--- src/adc_route_map.svh ---
// Register offsets, field positions, reset values and decode constants
// Assumes inclusion by the input-route register bank and its level decoder
`ifndef ADC_ROUTE_MAP_SVH
`define ADC_ROUTE_MAP_SVH

`define L2R_ROUTE_OFS 8'h17
`define L1L_ROUTE_OFS 8'h18
`define MIC_CFG_OFS 8'h19

`define DIFF_BIT 7
`define LEVEL_HI 6
`define LEVEL_LO 3
`define CM_BIAS_BIT 2
`define BIAS_HI 7
`define BIAS_LO 6
`define DMIC_HI 5
`define DMIC_LO 4

`define DIFF_RST 1'b0
`define LEVEL_RST 4'hF
`define CM_BIAS_RST 1'b0
`define BIAS_RST 2'h0
`define DMIC_RST 2'h0
`define RDATA_RST 8'h00

`define LEVEL_MAX_CODE 4'h8
`define LEVEL_OFF_CODE 4'hF
`define STEP_HALF_DB 5'h03

`endif

--- src/adc_route_pkg.sv ---
// Types shared by the input-route register bank
// Assumes nothing beyond a SystemVerilog compiler
package adc_route_pkg;

  typedef enum logic [1:0] {
    bias_off,
    bias_2v0,
    bias_2v5,
    bias_supply
  } mic_bias_level_t;

  typedef enum logic [1:0] {
    dmic_both,
    dmic_left_only,
    dmic_right_only,
    dmic_reserved
  } dmic_sel_t;

endpackage

--- src/level_decode.sv ---
// Registered decoder of one four-bit input level code
// Assumes the code comes from a register on the same clock
`timescale 1ns/10ps
`include "adc_route_map.svh"

module level_decode #(
  parameter int CODE_W = 4
) (
  input wire logic ref_clk,
  input wire logic rst,
  input wire logic [CODE_W-1:0] code,
  output logic connect_ff,
  output logic [4:0] atten_ff,
  output logic reserved_ff
);

  logic nxt_connect;
  logic [4:0] nxt_atten;
  logic nxt_reserved;

  always_comb begin
    nxt_connect = (code <= `LEVEL_MAX_CODE);
    nxt_reserved = !nxt_connect && (code != `LEVEL_OFF_CODE);
    nxt_atten = 5'h00;
    if (nxt_connect) begin
      nxt_atten = 5'(code) * `STEP_HALF_DB;
    end
  end

  always_ff @(posedge ref_clk or posedge rst) begin
    if (rst) begin
      connect_ff <= 1'b0;
      atten_ff <= 5'h00;
      reserved_ff <= 1'b0;
    end else begin
      connect_ff <= nxt_connect;
      atten_ff <= nxt_atten;
      reserved_ff <= nxt_reserved;
    end
  end
endmodule

--- src/adc_route_regs.sv ---
// Input-route, common-mode bias and microphone bias register bank
// Assumes a control-port front end on ref_clk delivering byte reads and writes
`timescale 1ns/10ps
`include "adc_route_map.svh"

module adc_route_regs (
  input wire logic ref_clk,
  input wire logic rst,
  input wire logic [7:0] reg_addr,
  input wire logic reg_wr,
  input wire logic [7:0] reg_wdata,
  input wire logic reg_rd,
  output logic [7:0] reg_rdata_ff,
  output logic reg_rvalid_ff,
  output logic right_line_input_two_diff_ff,
  output logic right_line_input_two_connect_ff,
  output logic [4:0] right_line_input_two_atten_ff,
  output logic right_line_input_two_rsvd_code_ff,
  output logic left_line_input_one_diff_ff,
  output logic left_line_input_one_connect_ff,
  output logic [4:0] left_line_input_one_atten_ff,
  output logic left_line_input_one_rsvd_code_ff,
  output logic common_mode_bias_ff,
  output adc_route_pkg::mic_bias_level_t microphone_bias_output_ff,
  output adc_route_pkg::dmic_sel_t dmic_sel_ff
);
  import adc_route_pkg::*;

  logic [3:0] l2_level_ff;
  logic [3:0] l1_level_ff;
  logic nxt_l2_diff;
  logic [3:0] nxt_l2_level;
  logic nxt_cm_bias;
  logic nxt_l1_diff;
  logic [3:0] nxt_l1_level;
  mic_bias_level_t nxt_bias;
  dmic_sel_t nxt_dmic;
  logic [7:0] nxt_rdata;
  logic nxt_rvalid;
  logic wr_l2;
  logic wr_l1;
  logic wr_mic;

  assign wr_l2 = reg_wr && (reg_addr == `L2R_ROUTE_OFS);
  assign wr_l1 = reg_wr && (reg_addr == `L1L_ROUTE_OFS);
  assign wr_mic = reg_wr && (reg_addr == `MIC_CFG_OFS);

  // Write side
  always_comb begin
    nxt_l2_diff = right_line_input_two_diff_ff;
    nxt_l2_level = l2_level_ff;
    nxt_cm_bias = common_mode_bias_ff;
    nxt_l1_diff = left_line_input_one_diff_ff;
    nxt_l1_level = l1_level_ff;
    nxt_bias = microphone_bias_output_ff;
    nxt_dmic = dmic_sel_ff;
    if (wr_l2) begin
      nxt_l2_diff = reg_wdata[`DIFF_BIT];
      nxt_l2_level = reg_wdata[`LEVEL_HI:`LEVEL_LO];
      nxt_cm_bias = reg_wdata[`CM_BIAS_BIT];
    end
    if (wr_l1) begin
      nxt_l1_diff = reg_wdata[`DIFF_BIT];
      nxt_l1_level = reg_wdata[`LEVEL_HI:`LEVEL_LO];
    end
    if (wr_mic) begin
      nxt_bias = mic_bias_level_t'(reg_wdata[`BIAS_HI:`BIAS_LO]);
      nxt_dmic = dmic_sel_t'(reg_wdata[`DMIC_HI:`DMIC_LO]);
    end
  end

  always_ff @(posedge ref_clk or posedge rst) begin
    if (rst) begin
      right_line_input_two_diff_ff <= `DIFF_RST;
      l2_level_ff <= `LEVEL_RST;
      common_mode_bias_ff <= `CM_BIAS_RST;
      left_line_input_one_diff_ff <= `DIFF_RST;
      l1_level_ff <= `LEVEL_RST;
      microphone_bias_output_ff <= mic_bias_level_t'(`BIAS_RST);
      dmic_sel_ff <= dmic_sel_t'(`DMIC_RST);
    end else begin
      right_line_input_two_diff_ff <= nxt_l2_diff;
      l2_level_ff <= nxt_l2_level;
      common_mode_bias_ff <= nxt_cm_bias;
      left_line_input_one_diff_ff <= nxt_l1_diff;
      l1_level_ff <= nxt_l1_level;
      microphone_bias_output_ff <= nxt_bias;
      dmic_sel_ff <= nxt_dmic;
    end
  end

  // Read side; reserved bits are constant zero
  always_comb begin
    nxt_rvalid = reg_rd;
    nxt_rdata = 8'h00;
    if (reg_rd) begin
      case (reg_addr)
        `L2R_ROUTE_OFS: begin
          nxt_rdata = {right_line_input_two_diff_ff, l2_level_ff, common_mode_bias_ff,
                       2'h0};
        end
        `L1L_ROUTE_OFS: begin
          nxt_rdata = {left_line_input_one_diff_ff, l1_level_ff, 3'h0};
        end
        `MIC_CFG_OFS: begin
          nxt_rdata = {microphone_bias_output_ff, dmic_sel_ff, 4'h0};
        end
        default: begin
          nxt_rdata = 8'h00;
        end
      endcase
    end
  end

  always_ff @(posedge ref_clk or posedge rst) begin
    if (rst) begin
      reg_rdata_ff <= `RDATA_RST;
      reg_rvalid_ff <= 1'b0;
    end else begin
      reg_rdata_ff <= nxt_rdata;
      reg_rvalid_ff <= nxt_rvalid;
    end
  end

  // Level decoders drive the mixer switches and attenuators
  level_decode #(.CODE_W(4)) u_l2_dec (
    .ref_clk(ref_clk),
    .rst(rst),
    .code(l2_level_ff),
    .connect_ff(right_line_input_two_connect_ff),
    .atten_ff(right_line_input_two_atten_ff),
    .reserved_ff(right_line_input_two_rsvd_code_ff)
  );

  level_decode #(.CODE_W(4)) u_l1_dec (
    .ref_clk(ref_clk),
    .rst(rst),
    .code(l1_level_ff),
    .connect_ff(left_line_input_one_connect_ff),
    .atten_ff(left_line_input_one_atten_ff),
    .reserved_ff(left_line_input_one_rsvd_code_ff)
  );
endmodule

--- config.mk ---
export PLATFORM = sky130hd
export DESIGN_NAME = adc_route_regs
export DESIGN_NICKNAME = d
export VERILOG_FILES = /design/src/adc_route_pkg.sv /design/src/level_decode.sv /design/src/adc_route_regs.sv
export VERILOG_INCLUDE_DIRS = /design/src /design/src/src
export SDC_FILE = /design/constraint.sdc
export NUM_CORES = 1
export LEC_CHECK = 0
export ABC_AREA = 1
export BUFFER_PORTS_ARGS = -buffer_cell sky130_fd_sc_hd__buf_2
export CAP_MARGIN = 20
export CORE_AREA = 2 2 67 69
export DETAILED_ROUTE_END_ITERATION = 7
export DIE_AREA = 0 0 69 71
export PLACE_DENSITY_LB_ADDON = 0.1
export SLEW_MARGIN = 5
export SYNTH_ARGS = -nofsm -noshare
export SYNTH_HDL_FRONTEND = slang
export SYNTH_HIERARCHICAL = 1
export SYNTH_SLANG_ARGS = --single-unit
--- constraint.sdc ---
create_clock -name ref_clk -period 1.8 [get_ports ref_clk]
set_input_delay 0.09 -clock ref_clk [delete_from_list [all_inputs] [get_ports ref_clk]]
set_output_delay 0.09 -clock ref_clk [all_outputs]
set_load 0.01 [all_outputs]
==> results of run 1 <==
## metrics by stage
stage	worst slack, ns	total power (uW)	std cells	cell area (um2)
after floorplan	0.4318	999.6	210	1833
after detailed placement	0.3644	1076	304	2101
final	0.3546	1760	315	2242
after global routing	0.2692	1848	315	2242
after CTS	0.3499	1788	315	2242
after global placement	0.3696	1072	304	2101
## critical path, stage by stage (launching register included)
cell and delay (ns):
dfstp_2 0.60, ha_1 0.22, fa_1 0.42, inv_1 0.06, nor2_1 0.04
## final cells by class
type / instances / area [um2] / area share, %
Sequential cell: 36 / 910.9 / 40.63
Timing Repair Buffer: 49 / 262.8 / 11.72
Clock buffer: 5 / 68.82 / 3.069
Clock inverter: 3 / 42.54 / 1.897
Tap cell: 52 / 65.06 / 2.902
Inverter: 32 / 120.1 / 5.357
Multi-Input combinational cell: 138 / 772.0 / 34.43
## cells by family (layout without fill, tap and decap cells)
logic type / Yosys count / after routing / synth area share [%]
other: 1 / 2 / 0.2050
adders and majority gates: 12 / 12 / 9.029
buffers and inverters: 36 / 89 / 8.207
AOI/OAI and AO/OA: 17 / 17 / 4.651
xor gates and xnor gates: 2 / 2 / 0.9578
DFF: 36 / 36 / 49.79
and+or+nand+nor: 105 / 105 / 27.15
## cell usage in the layout, fill, tap and decap left out, types with 2 or more instances in the layout
cell type      instances
nand2_1               55
buf_2                 45
inv_1                 28
dfrtp_1               28
nand3_1               21
nor2_1                14
o21ai_0               13
ha_1                  10
dfstp_2                8
nand2_2                7
clkbuf_8               5
inv_2                  4
nor2_4                 4
dlygate4sd3_1          3
nor2_2                 2
o21ai_1                2
conb_1                 2
xor2_1                 2
a21oi_1                2
fa_1                   2
## worst paths after layout
check | depth (start not counted) | start | to | slack, ns
worst max-delay path | 4 | l2_level_ff[1] | u_l2_dec/atten_ff[2] | 0.35
worst max register to register | 4 | l2_level_ff[1] | u_l2_dec/atten_ff[2] | 0.35
worst min-delay path | 3 | reg_wdata[3] | l2_level_ff[0] | 0.01
min in group asynchronous | 3 | rst | u_l1_dec/atten_ff[0] | 0.28
max in group asynchronous | 4 | rst | l1_level_ff[1] | 1.13
worst min register to register | 2 | l2_level_ff[0] | l2_level_ff[0] | 0.50
## metal layers
layer | wire, um | part of all wire, %
met1 | 1682 | 46
met2 | 1685 | 46
met3 | 194 | 5.3
met4 | 64 | 1.8
met5 | 0 | 0
## flip-flops by register name (all words and copies together), names as in the netlist, 2 cells and up
| name | cells |
|---|---|
| u_l2_dec/atten_ff | 5 |
| reg_rdata_ff | 6 |
| l2_level_ff | 4 |
| dmic_sel_ff | 2 |
| u_l1_dec/atten_ff | 5 |
| l1_level_ff | 4 |
| microphone_bias_output_ff | 2 |
## power groups by stage
stage | sequential [uW] | combinational, uW | clock (uW)
after global routing | 882 | 213 | 753
final | 877 | 185 | 697
after floorplan | 903 | 96.5 | 0
after CTS | 878 | 189 | 721
after global placement | 891 | 180 | 0
after detailed placement | 893 | 184 | 0
## timing repair
action | in CTS | in global routing
hold buffers | 3 | 0
buffers inserted | 0 | 0
hold endpoints to repair | 30 | 0
==> metrics.txt, run 1 <==
# TYPE chip_impl_metric gauge
chip_impl_info{name="outcome",value="finished clean"} 1
chip_impl_info{name="synth.top_cells.by_area",value="dfrtp_1 (38%), dfstp_2 (11%), nand2_1 (11%), ha_1 (6.8%), inv_1 (5.7%)"} 1
chip_impl_metric{name="antenna_diode_count",unit=""} 0
chip_impl_info{name="synth_top_cells_by_count",value="nand2_1 (55), dfrtp_1 (28), inv_1 (28), nand3_1 (21), nor2_1 (14)"} 1
chip_impl_metric{name="power.share.switching",unit="%"} 24.31
chip_impl_info{name="top_usage_layer",value="met2"} 1
chip_impl_metric{name="postSynthRegisterBits",unit=""} 36
chip_impl_metric{name="globalRouteOverflowTotal",unit=""} 0
chip_impl_metric{name="pwr_density_cell",unit="nW/um2"} 784.8
chip_impl_metric{name="avgSynthCellArea",unit="um2"} 8.752
chip_impl_metric{name="worst-endpoint-required",unit="ns"} 1.98
chip_impl_info{name="synth_area_leader_cell",value="dfrtp_1"} 1
chip_impl_metric{name="cts.htree.levels",unit=""} 2
chip_impl_info{name="kind_of_start_point_of_the_critical_path",value="flip-flop"} 1
chip_impl_metric{name="yosysSeqAreaShare",unit="%"} 49.79
chip_impl_metric{name="globalRouteMet3Util",unit="%"} 5.128
chip_impl_metric{name="ys_async_sr_fraction",unit="%"} 100.0
chip_impl_info{name="rsz0062_at_grt",value="no"} 1
chip_impl_metric{name="finalCoreUtilization",unit="%"} 53.33
chip_impl_metric{name="via_count_of_the_first_global_routing_pass",unit=""} 1384
chip_impl_metric{name="detailedRoute.firstIterationViolations",unit=""} 60
chip_impl_metric{name="drt_pre_antenna_iters",unit=""} 4
chip_impl_metric{name="area_delta_synth_final",unit="%"} 22.57
chip_impl_metric{name="postRouteAntennaNets",unit=""} 0
chip_impl_metric{name="hold_viol_final",unit=""} 0
chip_impl_metric{name="io_pins",unit=""} 50
chip_impl_metric{name="critical_path_peak_fanout",unit=""} 6
chip_impl_metric{name="clk_path_buf_depth",unit=""} 2
chip_impl_metric{name="synth_warnings",unit=""} 6
chip_impl_metric{name="cts_buf_count",unit=""} 5
chip_impl_metric{name="whs",unit="ns"} 0.01471
chip_impl_metric{name="io_buffer_count",unit=""} 45
chip_impl_info{name="crit_path_end_kind",value="flip-flop"} 1
chip_impl_metric{name="detailedPlacementHpwl",unit="um"} 2758
chip_impl_metric{name="synth_edf_count",unit=""} 0
chip_impl_metric{name="dieArea",unit="um2"} 4899
chip_impl_metric{name="grt_pass1_wl",unit="um"} 6320
chip_impl_metric{name="clock_power_share",unit="%"} 39.6
chip_impl_metric{name="p_int",unit="uW"} 1332
chip_impl_metric{name="coreArea",unit="um2"} 4204
chip_impl_metric{name="finalCriticalPeriod",unit="ns"} 1.445
chip_impl_info{name="min_path_type",value="primary input to flip-flop"} 1
chip_impl_metric{name="slew_violations",unit=""} 0
chip_impl_metric{name="n_fill_cell",unit=""} 410
chip_impl_metric{name="weighted_congestion_reported_at_the_end_of_routability_driven_placement",unit=""} 0.7894
chip_impl_metric{name="fp.dieW",unit="um"} 69
chip_impl_metric{name="cts_resized",unit=""} 0
chip_impl_metric{name="final_layout_size_suffix_gt1_share",unit="%"} 30.80
chip_impl_metric{name="power_frac_comb",unit="%"} 10.5
chip_impl_metric{name="worst-endpoint-arrival",unit="ns"} 1.63
chip_impl_info{name="synth_top_flop_cell",value="dfrtp_1"} 1
chip_impl_metric{name="max-cap-violations",unit=""} 0
chip_impl_metric{name="post_drt_wl_per_cell",unit="um"} 11.51
chip_impl_info{name="clock-root-buffer",value="clkbuf_8"} 1
chip_impl_metric{name="rows",unit=""} 24
chip_impl_metric{name="cts.reportedPaths.clkPinSlew",unit="ns"} 0.07
chip_impl_metric{name="share_seq_of_total_power",unit="%"} 49.8
chip_impl_metric{name="route.detailed.drc",unit=""} 0
chip_impl_metric{name="net-switching-power",unit="uW"} 427.7
chip_impl_info{name="tritoncts",value="built"} 1
chip_impl_metric{name="netlist-cell-type-count",unit=""} 22
chip_impl_metric{name="final.setup.tns",unit="ns"} 0
chip_impl_metric{name="start_util",unit="%"} 43.51
chip_impl_metric{name="max_freq",unit="MHz"} 691.8
chip_impl_metric{name="wirelength",unit="um"} 3627
chip_impl_metric{name="vdd.ir_drop.worst",unit="uV"} 360.2
chip_impl_metric{name="route.vias.total",unit=""} 1450
chip_impl_metric{name="finish.net_count",unit=""} 294
chip_impl_metric{name="avgViaCountPerCell",unit=""} 4.603
chip_impl_metric{name="leakage_component_of_the_power",unit="uW"} 0.001306
chip_impl_metric{name="syn_area",unit="um2"} 1829
chip_impl_metric{name="finClkSkew",unit="ns"} 0.003393
chip_impl_metric{name="pin_count_of_the_biggest_net_entering_global_routing",unit=""} 23
chip_impl_metric{name="syn-instance-count",unit=""} 209
chip_impl_metric{name="synth_top_area_share",unit="%"} 38.30
chip_impl_metric{name="clock-sinks",unit=""} 36
chip_impl_info{name="worstSetupPathType",value="flip-flop to flip-flop"} 1
chip_impl_metric{name="min_period_over_period",unit="%"} 80.30
chip_impl_metric{name="number_of_antenna_violations_at_the_first_check_in_global_routing",unit=""} 0
chip_impl_metric{name="worstSkewPairLatency",unit="ns"} 0.29
chip_impl_metric{name="gr-usage-all-layers",unit="%"} 16.45
chip_impl_info{name="yosysMostFrequentCell",value="nand2_1"} 1
chip_impl_metric{name="grt_util_met2",unit="%"} 26.28
chip_impl_metric{name="final_number_of_setup_violating_endpoints",unit=""} 0
chip_impl_metric{name="gr-usage-met1",unit="%"} 21.27
chip_impl_metric{name="fp.dieH",unit="um"} 71
(Power assumes the default switching activity.)
==> run 2, diff against run 1 <==
==> constraint.sdc (replaced) <==
create_clock -name ref_clk -period 1.5 [get_ports ref_clk]
set_input_delay 0.075 -clock ref_clk [delete_from_list [all_inputs] [get_ports ref_clk]]
set_output_delay 0.075 -clock ref_clk [all_outputs]
set_load 0.01 [all_outputs]
==> run 2 against run 1 <==
Utilization up 0.089 points. Setup slack got worse by 0.25 ns. Wire length is 2.5% lower. Count of clock-buffer cells in the layout rose by 3. Design area is 0.17% higher.
==> metrics.txt, run 2 (synthesis gave the netlist of run 1 again) <==
# TYPE chip_impl_metric gauge
chip_impl_metric{name="pin_count_of_the_biggest_net_entering_global_routing",unit=""} 23
chip_impl_metric{name="via_count_of_the_first_global_routing_pass",unit=""} 1421
chip_impl_info{name="clock-root-buffer",value="clkbuf_8"} 1
chip_impl_metric{name="start_util",unit="%"} 43.51
chip_impl_metric{name="route.vias.total",unit=""} 1448
chip_impl_metric{name="max_freq",unit="MHz"} 714.8
chip_impl_metric{name="area_delta_synth_final",unit="%"} 22.78
chip_impl_metric{name="detailedRoute.firstIterationViolations",unit=""} 46
chip_impl_metric{name="pre_cts_ws",unit="ns"} 0.1165
chip_impl_metric{name="clock-sinks",unit=""} 36
chip_impl_metric{name="worst-endpoint-required",unit="ns"} 1.68
chip_impl_info{name="kind_of_start_point_of_the_critical_path",value="flip-flop"} 1
chip_impl_metric{name="worst-endpoint-arrival",unit="ns"} 1.58
chip_impl_metric{name="dieArea",unit="um2"} 4899
chip_impl_metric{name="finalCriticalPeriod",unit="ns"} 1.399
chip_impl_metric{name="placed_cells_incl_taps",unit=""} 306
chip_impl_metric{name="p_int",unit="uW"} 1486
chip_impl_info{name="rsz0062_at_grt",value="no"} 1
chip_impl_info{name="min_path_type",value="primary input to flip-flop"} 1
chip_impl_metric{name="whs",unit="ns"} 0.01487
chip_impl_metric{name="finClkSkew",unit="ns"} 0.006608
chip_impl_info{name="crit_reg_reg_startpoint",value="l1_level_ff[0]"} 1
chip_impl_metric{name="antenna_diode_count",unit=""} 0
chip_impl_metric{name="number_of_antenna_violations_at_the_first_check_in_global_routing",unit=""} 0
chip_impl_metric{name="final-instance-count-excl-fill",unit=""} 318
chip_impl_metric{name="final.setup.tns",unit="ns"} 0
chip_impl_metric{name="rr_worst_depth",unit=""} 4
chip_impl_metric{name="drt_pre_antenna_iters",unit=""} 4
chip_impl_metric{name="power_frac_comb",unit="%"} 11.7
chip_impl_info{name="final_common_cell",value="nand2_1"} 1
chip_impl_metric{name="cts.htree.levels",unit=""} 2
chip_impl_metric{name="leakage_component_of_the_power",unit="uW"} 0.001312
chip_impl_metric{name="n_fill_cell",unit=""} 425
chip_impl_metric{name="final_layout_size_suffix_gt1_share",unit="%"} 30.45
chip_impl_metric{name="net-switching-power",unit="uW"} 488.2
chip_impl_metric{name="io_buffer_count",unit=""} 45
chip_impl_info{name="outcome",value="finished clean"} 1
chip_impl_metric{name="rows",unit=""} 24
chip_impl_metric{name="route.detailed.drc",unit=""} 0
chip_impl_info{name="critPathCapture",value="u_l1_dec/atten_ff[2]"} 1
chip_impl_info{name="tritoncts",value="built"} 1
chip_impl_metric{name="power.share.switching",unit="%"} 24.73
chip_impl_info{name="timing.critical_path.slowest_stage_cell",value="dfstp_2"} 1
chip_impl_metric{name="clock_power_share",unit="%"} 35.1
chip_impl_metric{name="multi_input_comb_area",unit="um2"} 772.0
chip_impl_metric{name="min_period_over_period",unit="%"} 93.27
chip_impl_metric{name="coreArea",unit="um2"} 4204
chip_impl_metric{name="cts_buf_count",unit=""} 5
chip_impl_info{name="regToRegEndpoint",value="u_l1_dec/atten_ff[2]"} 1
chip_impl_metric{name="avgViaCountPerCell",unit=""} 4.553
chip_impl_info{name="cell_chain_of_the_critical_path",value="ha_1 -> fa_1 -> inv_1 -> nor2_1"} 1
chip_impl_metric{name="timing.critical_path.buf_inv",unit=""} 1
chip_impl_info{name="worstSetupPathType",value="flip-flop to flip-flop"} 1
chip_impl_metric{name="largest_register_ffs",unit=""} 6
chip_impl_metric{name="weighted_congestion_reported_at_the_end_of_routability_driven_placement",unit=""} 0.7986
chip_impl_metric{name="postRouteAntennaNets",unit=""} 0
chip_impl_metric{name="grt_pass1_wl",unit="um"} 6458
chip_impl_metric{name="slew_violations",unit=""} 0
chip_impl_info{name="most_frequent_cells_in_the_layout",value="nand2_1 (55), buf_2 (45), inv_1 (28), dfrtp_1 (28), nand3_1 (21)"} 1
chip_impl_metric{name="timing.reg2reg.setup_slack",unit="ns"} 0.10
chip_impl_metric{name="globalRouteOverflowTotal",unit=""} 0
chip_impl_metric{name="wirelength",unit="um"} 3537
chip_impl_metric{name="final_number_of_setup_violating_endpoints",unit=""} 0
chip_impl_metric{name="cp_num_cells",unit=""} 4
chip_impl_info{name="largest_register",value="reg_rdata_ff"} 1
chip_impl_metric{name="post_drt_wl_per_cell",unit="um"} 11.12
chip_impl_metric{name="clk_path_buf_depth",unit=""} 2
chip_impl_info{name="biggestRegsByFlops",value="reg_rdata_ff: 6 flops, u_l1_dec/atten_ff: 5 flops, u_l2_dec/atten_ff: 5 flops"} 1
chip_impl_metric{name="detailedPlacementHpwl",unit="um"} 2738
chip_impl_metric{name="cts_resized",unit=""} 0
chip_impl_info{name="crit_family",value="adder cells"} 1
chip_impl_metric{name="worstSkewPairLatency",unit="ns"} 0.29
chip_impl_metric{name="fp.dieH",unit="um"} 71
chip_impl_metric{name="max-cap-violations",unit=""} 0
chip_impl_metric{name="cts.reportedPaths.clkPinSlew",unit="ns"} 0.07
chip_impl_metric{name="hold_viol_final",unit=""} 0
chip_impl_metric{name="critical_path_peak_fanout",unit=""} 4
chip_impl_metric{name="pwr_density_cell",unit="nW/um2"} 879.1
chip_impl_info{name="crit_path_start",value="l1_level_ff[0]"} 1
chip_impl_metric{name="area.sequential",unit="um2"} 910.9
chip_impl_metric{name="io_pins",unit=""} 50
chip_impl_metric{name="fin_ws",unit="ns"} 0.1010
chip_impl_metric{name="fp.dieW",unit="um"} 69
chip_impl_metric{name="vdd.ir_drop.worst",unit="uV"} 378.6
chip_impl_info{name="crit_path_end_kind",value="flip-flop"} 1
chip_impl_metric{name="finish.net_count",unit=""} 297
chip_impl_metric{name="gr-usage-all-layers",unit="%"} 16.46
chip_impl_metric{name="slowest_delay",unit="ns"} 0.56
chip_impl_metric{name="share_seq_of_total_power",unit="%"} 53.2
[run 2: cell count changes in the layout (fill, tap and decap cells not counted), sizes merged]
| cell | change |
|---|---|
| dlygate4sd3 | +1 |
| clkinv | -1 |
| bufinv | -1 |
| clkinvlp | -1 |
| clkbuf | +3 |
| buf | +2 |
[run 2: timing repair]
item	4_1_cts	5_1_grt
hold buffers	4	0
buffers inserted	0	0
endpoints found under the setup margin	0	0
endpoints found under the hold margin	32	0
[run 2: how the worst min path moves through the flow]
| stage | from | endpoint | cells past startpoint |
|---|---|---|---|
| detailed placement | rst | u_l2_dec/atten_ff[1] | 2 |
| finish | reg_wdata[6] | l2_level_ff[3] | 3 |
| CTS | reg_wdata[6] | l2_level_ff[3] | 3 |
| floorplan | rst | u_l1_dec/atten_ff[0] | 1 |
| global route | reg_wdata[4] | l1_level_ff[1] | 3 |
| global placement | rst | u_l2_dec/atten_ff[1] | 2 |
[run 2: metrics by stage]
step / total power, uW / utilization [%] / cell area [um2]
4_1_cts: 1993 / 53.42 / 2246
3_3_place_gp: 1289 / 50.33 / 2116
5_1_grt: 2065 / 53.42 / 2246
3_5_place_dp: 1293 / 50.33 / 2116
6_report: 1974 / 53.42 / 2246
2_1_floorplan: 1200 / - / 1833
[run 2: worst register-to-register path: cells and delay by family (launching register included)]
kind                       cells  cell delay (ns)
adders and majority gates      2             0.63
DFF                            1             0.56
buffers and inverters          1             0.06
and+or+nand+nor                1             0.04
[run 2: routing by layer]
metal	GRT usage [%]	routed length (um)	share of wire, %	vias up
met1	21.75	1613	46	651
met3	3.134	159	4.5	8
met5	0	0	0	-
li1	-	-	-	750
met4	7.190	63	1.8	0
met2	26.60	1701	48	39
[run 2: power groups by stage]
stage | clock [uW] | combinational (uW) | sequential [uW]
after floorplan | 0 | 116 | 1080
final | 694 | 231 | 1050
after global placement | 0 | 224 | 1070
after global routing | 744 | 265 | 1060
after CTS | 708 | 235 | 1050
after detailed placement | 0 | 227 | 1070
[run 2: cell type report]
| type | count | share of cell area [%] |
|---|---|---|
| tap | 52 | 2.897 |
| timing repair buffer | 52 | 12.81 |
| clock buffer | 8 | 4.011 |
| multi-input combinational | 138 | 34.37 |
| inverter | 32 | 5.348 |
| sequential | 36 | 40.56 |
==> run 3, diff against run 2 <==
==> constraint.sdc (replaced) <==
create_clock -name ref_clk -period 1.3 [get_ports ref_clk]
set_input_delay 0.065 -clock ref_clk [delete_from_list [all_inputs] [get_ports ref_clk]]
set_output_delay 0.065 -clock ref_clk [all_outputs]
set_load 0.01 [all_outputs]
==> run 3 against run 2 <==
The flow now finishes with violations (negative setup slack). Global-route usage rose by 0.27 points. Fmax increased by 3.3%. Design area grew 8.5%. Non-clock buffer count up 11. First-iteration DRC count decreased by 15%. Combinational power rose by 36%. Setup slack lost 0.15 ns. Total power up 18%. Count of clock-buffer cells in the layout stayed put. Hold slack got worse by 0.0043 ns. Wire length grew 6.2%. Critical path type unchanged. Critical endpoint unchanged. Largest power group unchanged.
==> metrics.txt, run 3 (synthesis gave the netlist of run 1 again) <==
# TYPE chip_impl_metric gauge
chip_impl_metric{name="clock-sinks",unit=""} 36
chip_impl_metric{name="final.setup.tns",unit="ns"} -0.09626
chip_impl_info{name="kind_of_start_point_of_the_critical_path",value="flip-flop"} 1
chip_impl_info{name="rsz0062_at_grt",value="yes"} 1
chip_impl_info{name="crit_reg_reg_startpoint",value="l1_level_ff[2]"} 1
chip_impl_metric{name="pin_count_of_the_biggest_net_entering_global_routing",unit=""} 23
chip_impl_metric{name="final_layout_size_suffix_gt1_share",unit="%"} 38.63
chip_impl_metric{name="avgViaCountPerCell",unit=""} 4.495
chip_impl_metric{name="start_util",unit="%"} 43.51
chip_impl_metric{name="holdPathStages",unit=""} 3
chip_impl_metric{name="coreArea",unit="um2"} 4204
chip_impl_metric{name="io_buffer_count",unit=""} 45
chip_impl_metric{name="timing.critical_path.buf_inv",unit=""} 2
chip_impl_metric{name="pre_cts_ws",unit="ns"} -0.06690
chip_impl_info{name="hold_path_end",value="l2_level_ff[0]"} 1
chip_impl_metric{name="globalRouteMet3Util",unit="%"} 4.701
chip_impl_metric{name="route.vias.total",unit=""} 1479
chip_impl_metric{name="globalRouteOverflowTotal",unit=""} 0
chip_impl_metric{name="rr_worst_depth",unit=""} 4
chip_impl_metric{name="area_delta_synth_final",unit="%"} 33.24
chip_impl_metric{name="dieArea",unit="um2"} 4899
chip_impl_metric{name="finalCriticalPeriod",unit="ns"} 1.354
chip_impl_metric{name="fp.dieW",unit="um"} 69
chip_impl_metric{name="detailedRoute.firstIterationViolations",unit=""} 39
chip_impl_metric{name="cts.reportedPaths.clkPinSlew",unit="ns"} 0.07
chip_impl_metric{name="number_of_antenna_violations_at_the_first_check_in_global_routing",unit=""} 0
chip_impl_metric{name="slew_violations",unit=""} 0
chip_impl_metric{name="multi_input_comb_area",unit="um2"} 879.6
chip_impl_metric{name="rows",unit=""} 24
chip_impl_metric{name="largest_register_ffs",unit=""} 6
chip_impl_info{name="biggestRegsByFlops",value="reg_rdata_ff: 6 flops, u_l1_dec/atten_ff: 5 flops, u_l2_dec/atten_ff: 5 flops"} 1
chip_impl_metric{name="drt_pre_antenna_iters",unit=""} 4
chip_impl_metric{name="fp.dieH",unit="um"} 71
chip_impl_metric{name="slowest_delay",unit="ns"} 0.59
chip_impl_metric{name="grt_util_met2",unit="%"} 29.27
chip_impl_metric{name="n_fill_cell",unit=""} 403
chip_impl_metric{name="max-cap-violations",unit=""} 0
chip_impl_info{name="timing.critical_path.slowest_stage_cell",value="dfstp_2"} 1
chip_impl_metric{name="postRouteAntennaNets",unit=""} 0
chip_impl_metric{name="io_pins",unit=""} 50
chip_impl_metric{name="report.power.total",unit="uW"} 2323
chip_impl_metric{name="critical_path_peak_fanout",unit=""} 4
chip_impl_metric{name="worst-endpoint-required",unit="ns"} 1.47
chip_impl_metric{name="gr-usage-all-layers",unit="%"} 16.73
chip_impl_metric{name="cts_buf_count",unit=""} 5
chip_impl_info{name="tritoncts",value="built"} 1
chip_impl_metric{name="max_freq",unit="MHz"} 738.6
chip_impl_info{name="outcome",value="finished with violations"} 1
chip_impl_metric{name="pwr_density_cell",unit="nW/um2"} 953.0
chip_impl_info{name="cell_chain_of_the_critical_path",value="buf_4 -> fa_2 -> inv_2 -> nor2_1"} 1
chip_impl_info{name="final_common_cell",value="nand2_1"} 1
chip_impl_metric{name="share_seq_of_total_power",unit="%"} 52.3
chip_impl_info{name="clock-root-buffer",value="clkbuf_8"} 1
chip_impl_metric{name="route.detailed.drc",unit=""} 0
chip_impl_info{name="worstSetupPathType",value="flip-flop to flip-flop"} 1
chip_impl_info{name="largest_register",value="reg_rdata_ff"} 1
chip_impl_metric{name="leakage_component_of_the_power",unit="uW"} 0.001371
chip_impl_metric{name="finClkSkew",unit="ns"} 0.006072
chip_impl_metric{name="area.sequential",unit="um2"} 910.9
chip_impl_metric{name="hold_viol_final",unit=""} 0
chip_impl_info{name="min_path_type",value="primary input to flip-flop"} 1
chip_impl_metric{name="cts.htree.levels",unit=""} 2
chip_impl_info{name="crit_path_end_kind",value="flip-flop"} 1
chip_impl_metric{name="clk_path_buf_depth",unit=""} 2
chip_impl_metric{name="post_drt_wl_per_cell",unit="um"} 11.42
chip_impl_metric{name="grt_pass1_wl",unit="um"} 6492
chip_impl_info{name="worstHoldStart",value="reg_wdata[3]"} 1
chip_impl_metric{name="fin_ws",unit="ns"} -0.05385
chip_impl_metric{name="p_int",unit="uW"} 1747
chip_impl_metric{name="min_period_over_period",unit="%"} 104.1
chip_impl_metric{name="power.share.switching",unit="%"} 24.80
chip_impl_metric{name="net-switching-power",unit="uW"} 576.1
chip_impl_metric{name="worstSkewPairLatency",unit="ns"} 0.28
chip_impl_metric{name="weighted_congestion_reported_at_the_end_of_routability_driven_placement",unit=""} 0.7395
chip_impl_metric{name="final_number_of_setup_violating_endpoints",unit=""} 3
chip_impl_metric{name="via_count_of_the_first_global_routing_pass",unit=""} 1474
chip_impl_metric{name="power_frac_comb",unit="%"} 13.6
chip_impl_info{name="crit_family",value="flip-flops"} 1
chip_impl_metric{name="gr-usage-met1",unit="%"} 20.39
chip_impl_metric{name="clock_power_share",unit="%"} 34.1
chip_impl_info{name="most_frequent_cells_in_the_layout",value="nand2_1 (53), buf_2 (45), dfrtp_1 (28)"} 1
chip_impl_metric{name="antenna_diode_count",unit=""} 0
chip_impl_info{name="top_usage_layer",value="met2"} 1
chip_impl_info{name="regToRegEndpoint",value="u_l1_dec/atten_ff[2]"} 1
chip_impl_metric{name="timing.reg2reg.setup_slack",unit="ns"} -0.05
chip_impl_metric{name="finish.net_count",unit=""} 308
chip_impl_metric{name="worst-endpoint-arrival",unit="ns"} 1.53
chip_impl_metric{name="wirelength",unit="um"} 3758
chip_impl_metric{name="vdd.ir_drop.worst",unit="uV"} 519.5
chip_impl_info{name="failing_checks",value="negative setup slack"} 1
chip_impl_metric{name="detailedPlacementHpwl",unit="um"} 2859
-- run 3: worst reg2reg max path: stages (launching register included) --
cell     delay [ns]
dfstp_2        0.59
buf_4          0.13
fa_2           0.44
inv_2          0.06
nor2_1         0.04
-- run 3: worst max-delay path by stage --
stage	slack, ns	cells past startpoint	end	startpoint
after detailed placement	-0.07	4	u_l2_dec/atten_ff[2]	l2_level_ff[1]
after CTS	-0.03	4	u_l2_dec/atten_ff[3]	l2_level_ff[1]
after global routing	-0.09	7	u_l2_dec/atten_ff[3]	l2_level_ff[1]
final	-0.05	4	u_l1_dec/atten_ff[2]	l1_level_ff[2]
after floorplan	-0.02	4	u_l1_dec/atten_ff[2]	l1_level_ff[1]
after global placement	-0.03	4	u_l2_dec/atten_ff[2]	l2_level_ff[1]
-- run 3: layer usage --
metal  share of wire (%)  routed length [um]  vias up
met5                   0                   0        -
met4                 1.2                  46        0
met3                 5.6                 212        5
met2                  48                1819       42
met1                  45                1680      657
li1                    -                   -      775
-- run 3: final cells by class --
| type | instances | share of cell area (%) |
|---|---|---|
| sequential | 36 | 37.37 |
| tap | 52 | 2.669 |
| multi-input combinational | 138 | 36.09 |
| inverter | 32 | 4.928 |
| clock buffer | 8 | 3.696 |
| timing repair buffer | 63 | 15.25 |
-- run 3: repair_timing --
action | CTS | global route
gates resized for setup | 2 | 14
buffers inserted | 1 | 2
hold buffers | 3 | 0
setup endpoints to repair | 5 | 12
hold endpoints to repair | 30 | 0
pin swaps | 5 | 7
-- run 3: metrics by stage --
step	hold slack (ns)	cells	cell area, um2	util [%]
floorplan	-0.1316	210	1858	-
global placement	0.01435	315	2208	52.53
detailed placement	0.01601	315	2208	52.53
CTS	0.001496	327	2352	55.95
global route	0.008230	329	2437	57.98
finish	0.01054	329	2437	57.98
-- run 3: power by group through the flow --
stage          clock, uW  combinational (uW)  sequential [uW]
2_1_floorplan          0                 134             1250
3_3_place_gp           0                 275             1230
3_5_place_dp           0                 277             1230
4_1_cts              824                 292             1210
5_1_grt              878                 356             1220
6_report             792                 315             1210
